### config.mk
export PLATFORM = sky130hd
export DESIGN_NAME = bfs_master
export DESIGN_NICKNAME = d
export VERILOG_FILES = /design/src/core/bfs_pkg.sv /design/src/core/bfs_clkdiv.sv /design/src/core/bfs_master.sv
export SDC_FILE = /design/constraint.sdc
export NUM_CORES = 1
export LEC_CHECK = 0
export BUFFER_PORTS_ARGS = -buffer_cell sky130_fd_sc_hd__buf_2
export CAP_MARGIN = 20
export CORE_ASPECT_RATIO = 0.9
export CORE_MARGIN = 1.5
export CORE_UTILIZATION = 59
export CTS_BUF_LIST = sky130_fd_sc_hd__clkbuf_8
export CTS_CLUSTER_DIAMETER = 200
export DETAILED_ROUTE_END_ITERATION = 16
export MAX_ROUTING_LAYER = met4
export PLACE_DENSITY = 0.84
export SETUP_SLACK_MARGIN = 0.1
export SLEW_MARGIN = 20
export SYNTH_ARGS = -nofsm -noshare
export SYNTH_HDL_FRONTEND = slang
export SYNTH_HIERARCHICAL = 1
export SYNTH_SLANG_ARGS = --single-unit
### constraint.sdc
create_clock -name mclk_in -period 4.03 [get_ports mclk_in]
set_clock_uncertainty 0.2 [all_clocks]
set_input_delay 0.6045 -clock mclk_in [delete_from_list [all_inputs] [get_ports mclk_in]]
set_output_delay 0.6045 -clock mclk_in [all_outputs]
set_load 0.05 [all_outputs]
### src/core/bfs_pkg.sv
// constants for the boot flash serial master
package bfs_pkg;
    // =====================================================================
    // link rate limits
    // =====================================================================
    localparam int BFS_CLK_MHZ = 100;
    localparam real BFS_SCK_MIN_MHZ = 1.4;
    localparam real BFS_SCK_MAX_MHZ = 36.0;
    // half-period in mclk cycles: least rounds up, longest rounds down
    localparam int BFS_HALF_MIN = 2;
    localparam int BFS_HALF_MAX = 35;
    localparam int BFS_HALF_MIN_CALC = int'($ceil(BFS_CLK_MHZ / (2.0 * BFS_SCK_MAX_MHZ)));
    localparam int BFS_HALF_MAX_CALC = int'($floor(BFS_CLK_MHZ / (2.0 * BFS_SCK_MIN_MHZ)));
    localparam int BFS_DIV_W = 6;
    localparam logic [5:0] BFS_DIV_RESET = 6'h02;
    // =====================================================================
    // addressing
    // =====================================================================
    localparam int BFS_ADDR_W = 24;
    localparam int BFS_LEN_W = 24;
    localparam int BFS_CNT_W = 3;
    localparam logic [2:0] BFS_BIT_LAST = 3'h7;
    localparam logic [1:0] BFS_ADDR_BYTES = 2'h3;
    localparam logic [BFS_ADDR_W-1:0] BFS_ADDR_LIMIT = 24'hffffff;
    // =====================================================================
    // sequencer states
    // =====================================================================
    typedef enum logic [2:0] {
        BFS_IDLE,
        BFS_INSTR,
        BFS_ADDR,
        BFS_DATA,
        BFS_END
    } bfs_state_t;
endpackage

### src/core/bfs_clkdiv.sv
// serial clock divider producing edge strobes
`timescale 1ns/10ps
module bfs_clkdiv #(
    parameter int DIV_W = bfs_pkg::BFS_DIV_W
) (
    // clock and reset
    input wire logic mclk_in,
    input wire logic rst_in,
    // control
    input wire logic run_in,
    input wire logic [DIV_W-1:0] half_in,
    // edges
    output logic sck_out,
    output logic rise_out,
    output logic fall_out
);
    import bfs_pkg::*;

    logic [DIV_W-1:0] cnt_r, cnt_nxt;
    logic sck_r, sck_nxt;
    logic rise_nxt;
    logic fall_nxt;

    // =====================================================================
    // divider
    // =====================================================================
    always_comb begin
        cnt_nxt = cnt_r;
        sck_nxt = sck_r;
        rise_nxt = 1'b0;
        fall_nxt = 1'b0;
        if (!run_in) begin
            cnt_nxt = '0;
            sck_nxt = 1'b0;
        end else if (cnt_r + DIV_W'(1) >= half_in) begin
            cnt_nxt = '0;
            sck_nxt = !sck_r;
            rise_nxt = !sck_r;
            fall_nxt = sck_r;
        end else begin
            cnt_nxt = cnt_r + DIV_W'(1);
        end
    end

    always_ff @(posedge mclk_in) begin
        if (rst_in) begin
            cnt_r <= '0;
            sck_r <= 1'b0;
        end else begin
            cnt_r <= cnt_nxt;
            sck_r <= sck_nxt;
        end
    end

    assign sck_out = sck_r;
    // strobes lead the clock edge by one cycle
    assign rise_out = rise_nxt;
    assign fall_out = fall_nxt;
endmodule

### src/core/bfs_master.sv
// boot flash serial master: read sequencer and pins
// Functional notes
// - serial clock divided, 1.4 to 36 MHz
// - 24-bit address covers 1 to 128 Mb
// - data out and select change on falling
// - incoming data sampled on falling edge
`timescale 1ns/10ps
module bfs_master
    import bfs_pkg::*;
#(
    parameter int DIV_W = bfs_pkg::BFS_DIV_W
) (
    // clock and reset
    input wire logic mclk_in,
    input wire logic rst_in,
    // rate control
    input wire logic [DIV_W-1:0] half_in,
    // request
    input wire logic start_in,
    input wire logic [7:0] instr_in,
    input wire logic addr_en_in,
    input wire logic [bfs_pkg::BFS_ADDR_W-1:0] addr_in,
    input wire logic [bfs_pkg::BFS_LEN_W-1:0] len_in,
    // answer
    output logic busy_out,
    output logic [7:0] rdata_out,
    output logic rvalid_out,
    output logic done_out,
    // flash pins
    output logic flash_clk_out,
    output logic flash_select_n_out,
    output logic flash_dout_out,
    input wire logic flash_din_in
);
    import bfs_pkg::*;

    // elaboration checks
    if (DIV_W < 6) begin : g_div_chk
        $error("divider too narrow");
    end
    if (BFS_HALF_MIN != BFS_HALF_MIN_CALC ||
        BFS_HALF_MAX != BFS_HALF_MAX_CALC) begin : g_rate_chk
        $error("rate limits inconsistent");
    end

    // =====================================================================
    // input sync and rate clamp
    // =====================================================================
    logic din_s1_r, din_s2_r;
    logic [DIV_W-1:0] half_eff;
    logic sck, fall, run_r, run_nxt;

    always_ff @(posedge mclk_in) begin
        if (rst_in) begin
            din_s1_r <= 1'b0;
            din_s2_r <= 1'b0;
        end else begin
            din_s1_r <= flash_din_in;
            din_s2_r <= din_s1_r;
        end
    end

    always_comb begin
        half_eff = half_in;
        if (half_in < DIV_W'(BFS_HALF_MIN)) half_eff = DIV_W'(BFS_HALF_MIN);
        if (half_in > DIV_W'(BFS_HALF_MAX)) half_eff = DIV_W'(BFS_HALF_MAX);
    end

    bfs_clkdiv #(.DIV_W(DIV_W)) u_div (
        .mclk_in(mclk_in),
        .rst_in(rst_in),
        .run_in(run_r),
        .half_in(half_eff),
        .sck_out(sck),
        .rise_out(),
        .fall_out(fall)
    );

    // =====================================================================
    // sequencer
    // =====================================================================
    bfs_state_t st_r, st_nxt;
    logic [7:0] sh_r, sh_nxt;
    logic [7:0] rx_r, rx_nxt;
    logic [2:0] bit_r, bit_nxt;
    logic [1:0] abyte_r, abyte_nxt;
    logic [BFS_ADDR_W-1:0] addr_r, addr_nxt;
    logic [BFS_LEN_W-1:0] len_r, len_nxt;
    logic cs_n_r, cs_n_nxt, dout_r, dout_nxt;
    logic rv_r, rv_nxt, done_r, done_nxt;
    logic busy_r, busy_nxt;
    logic [7:0] rdata_r, rdata_nxt;

    always_comb begin
        st_nxt = st_r;
        sh_nxt = sh_r;
        rx_nxt = rx_r;
        bit_nxt = bit_r;
        abyte_nxt = abyte_r;
        addr_nxt = addr_r;
        len_nxt = len_r;
        cs_n_nxt = cs_n_r;
        dout_nxt = dout_r;
        run_nxt = run_r;
        rv_nxt = 1'b0;
        done_nxt = 1'b0;
        rdata_nxt = rdata_r;
        unique case (st_r)
            BFS_IDLE: begin
                if (start_in) begin
                    sh_nxt = {instr_in[6:0], 1'b0};
                    dout_nxt = instr_in[7];
                    cs_n_nxt = 1'b0;
                    addr_nxt = addr_in & BFS_ADDR_LIMIT;
                    len_nxt = len_in;
                    bit_nxt = '0;
                    run_nxt = 1'b1;
                    st_nxt = BFS_INSTR;
                end
            end
            BFS_INSTR, BFS_ADDR, BFS_DATA: begin
                if (fall) begin
                    rx_nxt = {rx_r[6:0], din_s2_r};
                    bit_nxt = bit_r + 3'h1;
                    dout_nxt = sh_r[7];
                    sh_nxt = {sh_r[6:0], 1'b0};
                    if (bit_r == BFS_BIT_LAST) begin
                        if (st_r == BFS_DATA) begin
                            rdata_nxt = {rx_r[6:0], din_s2_r};
                            rv_nxt = 1'b1;
                            len_nxt = len_r - BFS_LEN_W'(1);
                        end
                        if (st_r == BFS_INSTR && addr_en_in) begin
                            st_nxt = BFS_ADDR;
                            abyte_nxt = 2'h1;
                            dout_nxt = addr_r[23];
                            sh_nxt = {addr_r[22:16], 1'b0};
                        end else if (st_r == BFS_ADDR && abyte_r != BFS_ADDR_BYTES) begin
                            abyte_nxt = abyte_r + 2'h1;
                            dout_nxt = (abyte_r == 2'h1) ? addr_r[15] : addr_r[7];
                            sh_nxt = (abyte_r == 2'h1) ? {addr_r[14:8], 1'b0}
                                : {addr_r[6:0], 1'b0};
                        end else if (len_r == '0 ||
                            (st_r == BFS_DATA && len_r == BFS_LEN_W'(1))) begin
                            st_nxt = BFS_END;
                            run_nxt = 1'b0;
                            cs_n_nxt = 1'b1;
                        end else begin
                            st_nxt = BFS_DATA;
                            dout_nxt = 1'b0;
                            sh_nxt = '0;
                        end
                    end
                end
            end
            BFS_END: begin
                done_nxt = 1'b1;
                st_nxt = BFS_IDLE;
            end
            default: st_nxt = BFS_IDLE;
        endcase
        busy_nxt = (st_nxt != BFS_IDLE);
    end

    always_ff @(posedge mclk_in) begin
        if (rst_in) begin
            st_r <= BFS_IDLE;
            sh_r <= '0;
            rx_r <= '0;
            bit_r <= '0;
            abyte_r <= '0;
            addr_r <= '0;
            len_r <= '0;
            cs_n_r <= 1'b1;
            dout_r <= 1'b0;
            run_r <= 1'b0;
            rv_r <= 1'b0;
            done_r <= 1'b0;
            busy_r <= 1'b0;
            rdata_r <= '0;
        end else begin
            st_r <= st_nxt;
            sh_r <= sh_nxt;
            rx_r <= rx_nxt;
            bit_r <= bit_nxt;
            abyte_r <= abyte_nxt;
            addr_r <= addr_nxt;
            len_r <= len_nxt;
            cs_n_r <= cs_n_nxt;
            dout_r <= dout_nxt;
            run_r <= run_nxt;
            rv_r <= rv_nxt;
            done_r <= done_nxt;
            busy_r <= busy_nxt;
            rdata_r <= rdata_nxt;
        end
    end

    assign busy_out = busy_r;
    assign rdata_out = rdata_r;
    assign rvalid_out = rv_r;
    assign done_out = done_r;
    assign flash_clk_out = sck;
    assign flash_select_n_out = cs_n_r;
    assign flash_dout_out = dout_r;

    // =====================================================================
    // checks
    // =====================================================================
    dout_on_fall_a: assert property (@(posedge mclk_in) disable iff (rst_in)
        $changed(flash_dout_out) && !$past(cs_n_r) |-> $past(fall) || $past(st_r) == BFS_IDLE)
        else $error("data changed off falling edge");
    sel_low_clk_a: assert property (@(posedge mclk_in) disable iff (rst_in)
        $rose(flash_clk_out) |-> !flash_select_n_out)
        else $error("clock edge outside select");
    sel_rise_idle_a: assert property (@(posedge mclk_in) disable iff (rst_in)
        $rose(flash_select_n_out) |-> !flash_clk_out ##1 !flash_clk_out)
        else $error("select rose with clock high");
    rate_bound_a: assert property (@(posedge mclk_in) disable iff (rst_in)
        $rose(flash_clk_out) |-> flash_clk_out[*2])
        else $error("clock high too short");
    rate_slow_a: assert property (@(posedge mclk_in) disable iff (rst_in)
        $rose(flash_clk_out) |-> ##[1:36] !flash_clk_out)
        else $error("clock high too long");
    rx_capture_a: assert property (@(posedge mclk_in) disable iff (rst_in)
        fall && st_r != BFS_IDLE |=> rx_r[0] == $past(din_s2_r))
        else $error("capture not on falling edge");
    addr_mask_a: assert property (@(posedge mclk_in) disable iff (rst_in)
        st_r == BFS_IDLE && start_in |=> addr_r == $past(addr_in))
        else $error("address not taken");
    done_pulse_a: assert property (@(posedge mclk_in) disable iff (rst_in)
        done_out |-> flash_select_n_out ##1 !done_out)
        else $error("done without select release");
endmodule

After elaboration in Yosys (flattened, before gate mapping)
Index checks and enable logic that the tools add are counted.
{"block": "totals", "in_bits": 67, "ram_bits": 0, "rom_bits": 0, "latch_bits": 0, "mem_count": 0, "reg_bits": 94, "elab_cells": 118, "output_inout_bits": 14}
{"block": "op_classes", "bitwise": 4, "reduce_logical": 21, "mul": 0, "n_eq_ne": 15, "add_sub_neg": 4, "n_mux": 53, "div": 0, "shifts": 0, "n_lt_le_gt_ge": 3}
{"op": "$mux W24", "n": 4}
{"op": "$mux W8", "n": 7}
{"op": "$pmux W24 S2", "n": 1}
{"op": "$eq A24 B1 Y1 const B", "n": 1}
{"op": "$logic_not A24 Y1", "n": 1}
{"op": "$mux W3", "n": 8}
{"op": "$sub A24 B1 Y24 const B", "n": 1}
{"op": "$mux W1", "n": 23}
{"op": "$ne A2 B2 Y1 const B", "n": 8}
{"op": "$pmux W8 S2", "n": 1}
{"op": "$mux W6", "n": 2}
{"op": "$pmux W3 S2", "n": 2}
{"op": "$reduce_and A4 Y1", "n": 2}
{"op": "$reduce_and A7 Y1", "n": 1}
{"op": "$add A6 B1 Y6 const B", "n": 1}
{"op": "$eq A3 B2 Y1 const B", "n": 2}
{"op": "$eq A3 B3 Y1 const B", "n": 2}
{"op": "$ge A6 B6 Y1", "n": 1}
{"op": "$gt A6 B6 Y1 const B", "n": 1}
{"op": "$lt A6 B2 Y1 const B", "n": 1}
{"op": "$pmux W1 S2", "n": 3}
{"op": "$reduce_or A3 Y1", "n": 2}
{"op": "$reduce_and A5 Y1", "n": 1}
{"op": "$mux W2", "n": 2}
{"op": "other kinds (15)", "n": 22}

Longest topological paths before layout
{"block": "depth", "word_depth": 10, "mapped_depth": 13}

Hierarchy
The synthesis kept the hierarchy.
{"mod": "bfs_master", "area_each_um2": 4489.3, "n_inst": 1, "seq_area_each_um2": 1721.7, "cells_per_inst": 574}
{"mod": "bfs_clkdiv", "area_each_um2": 450.4, "n_inst": 1, "seq_area_each_um2": 140.1, "cells_per_inst": 48}

Worst setup path before layout
Ideal clock, no wire load.
{"block": "synth_path", "kind": "in2reg", "start": "input half_in[4]", "end": "register len_r[14]", "path_slack_ns": 0.411, "setup_time_ns": 0.117, "required_time_ns": 3.713, "path_stages": 13, "path_buffers": 1, "t_arrival_ns": 3.302, "cell_sequence": "or3_1 > o21a_1 > o22a_1 > ha_1 > nand2b_1 > a21oi_1 > o21a_2 > and3b_1 > nand4_1 > a21oi_1 > clkbuf_8 > o21ai_0 > a32o_1"}
{"block": "synth_between", "elab_chain_cells": 8}
{"item": "from (decl)", "line_no": "bfs_master.sv:17", "text": "input wire logic [DIV_W-1:0] half_in,"}
{"item": "$lt A6 B2 Y1", "line_no": "bfs_master.sv:65", "text": "if (half_in < DIV_W'(BFS_HALF_MIN)) half_eff = DIV_W'(BFS_HALF_MIN);"}
{"item": "$mux W6", "line_no": "bfs_master.sv:65"}
{"item": "$mux W6 (*)", "line_no": "bfs_master.sv:66", "text": "if (half_in > DIV_W'(BFS_HALF_MAX)) half_eff = DIV_W'(BFS_HALF_MAX);"}
{"item": "via half_eff[0]", "line_no": "bfs_master.sv:50", "text": "logic [DIV_W-1:0] half_eff;"}
{"item": "$ge A6 B6 Y1 (*)", "line_no": "bfs_clkdiv.sv:35", "text": "end else if (cnt_r + DIV_W'(1) >= half_in) begin"}
{"item": "$mux W1 (*)", "line_no": "bfs_clkdiv.sv:35"}
{"item": "$mux W1 (*)", "line_no": "bfs_clkdiv.sv:32", "text": "if (!run_in) begin"}
{"item": "via fall", "line_no": "bfs_master.sv:51", "text": "logic sck, fall, run_r, run_nxt;"}
{"item": "$ne A2 B2 Y1 (no source line) (*)"}
{"item": "$reduce_and A5 Y1 (no source line) (*)"}
{"item": "to (signal assigned)", "line_no": "bfs_master.sv:188", "text": "len_r <= len_nxt;"}
{"item": "to (decl)", "line_no": "bfs_master.sv:88", "text": "logic [BFS_LEN_W-1:0] len_r, len_nxt;"}
The timed path passes the listed nets; every way through them passes the cells marked *.
A chain may end at the register's enable or synchronous reset.

Worst setup path after layout
{"block": "layout_path", "start": "input half_in[4]", "end": "register len_r[8]"}
The elaborated chain is that of the path after synthesis.

==> impl_results.md <==
* Fin area at roughly 0.0056 sq mm
* Number of design rule violations left after detail routing at 0
* Gates resized, CTS repair at 0
* Area of placed instances at about 0.0054 sq mm
* Via count of the first global-routing pass at between 4000 and 5000
* CTS sink cnt at between 90 and 100
* Path type of the worst min-delay path: primary input to flop
* Setup repair bufs after CTS at 0
* Final max-slew violation count at 0
* Slew at the pin closest to its max-slew limit at approximately 0.83 ns
* Post-synthesis cell area at just under 0.005 sq mm
* Placeable core region at around 0.008 sq mm
* First-pass GRT wire length at 20900 microns
* CP required at around 4.1 ns
* Number of hold buffers added after CTS at 0
* Port-buffer cells at 80
* Total of warnings raised by yosys at 6
* Post-detailed-route count of antenna-violating nets at 0
* Startpoint type of the worst setup path: primary input
* Detailed Routing Iterations Pass 1 at 5
* Final Hold Violating Endpoints at 0
* Die ar. at 0.00892 sq mm
* Synth-to-layout area growth at 12.7%
* Nature of the critical path endpoint: flop
* Result of the run: complete, no violations
* CP Max Fanout at 16
* Share of the clock period used by the worst path after layout at 89.0%
* Top Ports at 81
* Total setup violations reported at the end of the flow at 0
* Final Hold Slack at roughly 0.24 ns
* Number of rows created at floorplan at 31
* Relative slew margins at roughly 44%
* Global placement routability congestion at 0.879
* Power per cell area at around 370 mW/mm^2
* Power Total at a little over 2 mW
* Routed vias/inst at 6.06
* DIE WIDTH at 99.4 microns
* Worst path arrival time at around 3.7 ns
* Master cell of the clock root buffer: sky130_fd_sc_hd__clkbuf_8
* Worst slack, placed at -0.0793 ns
* Total number of H-tree levels at 3
* Worst setup path class: primary input to flop
* NumNets Final at approximately 760
* Clock-pin slew reported for the worst setup and hold paths after clock tree synthesis at 0.09 ns
* Longest Clk Path Bufs at 2
* All-layer global routing usage at a little under 30%
* Drt first-iter violations at roughly 420
* Final critical delay including setup and external delays at around 3.6 ns
* Post-synthesis area per instance at about 7.9 sq um
* Initial antenna violation count at 0
* Starting density of the core at about three fifths
* Via count at around 4700
* Later-pin clock latency in the skew report at about 0.36 ns
* Largest voltage drop on the vdd net at between 200 and 250 uV
* Cts bufs inserted at 9
* Synthesized netlist cell count at 621
* Overflow left after global routing at 0
* Maximum number of pins on one net before global-route repair at 59
* Maxcap violations at 0
* HPWL Detailed at 8430 microns
* Share of final-layout standard cells stronger than drive strength 1 at approximately 19%
* Final setup slack of the worst path at roughly 0.44 ns
* Util after Layout at about 70%
* Nets in the synthesized netlist at between 700 and 800
* Final Routed Wirelength at between 10000 and 15000 microns
* Setup repair after global routing missed its margin: no
* Peak Freq at about 0.28 GHz
* Die Span Y at 89.7 microns
* Number of inserted diodes at 0
* TritonCTS clock tree: yes
* Routed WL per cell at about 16 microns
* LEAKAGE at between 2 and 2.5 nW
## where the power goes
group	internal, mW	total [mW]	switching (mW)
sequential	0.966	1.01	0.0451
combinational	0.160	0.410	0.250
clock	0.289	0.627	0.339
total	1.41	2.05	0.634
## final cells by class
type	instances	area, sq um
Multi-Input combinational cell	461	2790
Timing Repair Buffer	92	503
Tap cell	99	124
Sequential cell	93	1860
Clock inverter	6	71.3
Clock buffer	9	124
Inverter	22	82.6
Fill cell	673	2510
## flip-flops by register name (all words and copies together) (netlist names)
register            cells
abyte_r                 2
addr_r                 24
bit_r                   3
busy_out                1
din_s1_r                1
din_s2_r                1
done_out                1
flash_dout_out          1
flash_select_n_out      1
len_r                  24
rdata_out               8
run_r                   1
rvalid_out              1
rx_r                    7
sh_r                    7
st_r                    3
u_div/cnt_r             6
u_div/sck_out           1
## worst max-delay path, cell delays in order
cell and delay, ns:
sky130_fd_sc_hd__buf_2 0.10, sky130_fd_sc_hd__or3_1 0.42, sky130_fd_sc_hd__o21a_1 0.20, sky130_fd_sc_hd__o22a_1 0.18, sky130_fd_sc_hd__ha_1 0.27, sky130_fd_sc_hd__nand2b_1 0.09, sky130_fd_sc_hd__a21oi_1 0.08, sky130_fd_sc_hd__o21a_2 0.23
sky130_fd_sc_hd__and3b_1 0.34, sky130_fd_sc_hd__nand4_1 0.18, sky130_fd_sc_hd__a21o_2 0.27, sky130_fd_sc_hd__buf_4 0.19, sky130_fd_sc_hd__nor2_1 0.35, sky130_fd_sc_hd__a32o_1 0.19
## path summary, 6_finish.rpt
kind,start,end,slack (ns),cells after the start
setup / recovery,half_in[4],len_r[8]$_SDFFE_PP0P_,0.44,14
setup reg to reg,u_div/cnt_r[0]$_SDFF_PP0_,len_r[8]$_SDFFE_PP0P_,0.65,13
hold reg to reg,din_s1_r$_SDFF_PP0_,din_s2_r$_SDFF_PP0_,0.25,1
hold / removal,flash_din_in,din_s1_r$_SDFF_PP0_,0.24,2
## cells in the final DEF, fill, tap and decap left out, types with 3 or more instances in the layout
cell type,n
sky130_fd_sc_hd__ha_1,13
sky130_fd_sc_hd__or4_1,4
sky130_fd_sc_hd__nand4_1,18
sky130_fd_sc_hd__buf_2,80
sky130_fd_sc_hd__nand2b_1,6
sky130_fd_sc_hd__o21a_1,6
sky130_fd_sc_hd__and2_1,9
sky130_fd_sc_hd__nand4b_1,3
sky130_fd_sc_hd__nor2_1,46
sky130_fd_sc_hd__nor3_1,21
sky130_fd_sc_hd__mux2i_1,14
sky130_fd_sc_hd__or2_2,3
sky130_fd_sc_hd__o221ai_1,8
sky130_fd_sc_hd__nand2_1,101
sky130_fd_sc_hd__clkbuf_8,9
sky130_fd_sc_hd__nor2b_1,10
sky130_fd_sc_hd__o211ai_1,4
sky130_fd_sc_hd__a22oi_1,3
sky130_fd_sc_hd__o21ai_0,17
sky130_fd_sc_hd__a21o_1,5
sky130_fd_sc_hd__inv_1,22
sky130_fd_sc_hd__buf_4,11
sky130_fd_sc_hd__a31oi_1,5
sky130_fd_sc_hd__a221oi_1,3
sky130_fd_sc_hd__nor3b_1,3
sky130_fd_sc_hd__a211oi_1,11
sky130_fd_sc_hd__or4b_2,3
sky130_fd_sc_hd__a21oi_1,59
sky130_fd_sc_hd__o32ai_1,6
sky130_fd_sc_hd__a32o_1,5
sky130_fd_sc_hd__a2bb2oi_1,8
sky130_fd_sc_hd__dfxtp_1,93
sky130_fd_sc_hd__nor4_1,11
sky130_fd_sc_hd__and3_1,7
sky130_fd_sc_hd__nand3_1,9
## stage by stage
stage | instances | TNS [ns]
finish | 782 | 0
global route | 782 | 0
CTS | 782 | 0
detailed placement | 767 | -0.511
global placement | 767 | 0
floorplan | 621 | 0
## per-layer routing
metal | vias up | track usage [%] | wire length [microns]
met5 | - | - | 0
met4 | 0 | 10.8 | 265
met3 | 31 | 5.52 | 922
met2 | 193 | 46.0 | 5730
met1 | 2165 | 37.4 | 5440
li1 | 2350 | - | -
(Power assumes the default switching activity.)
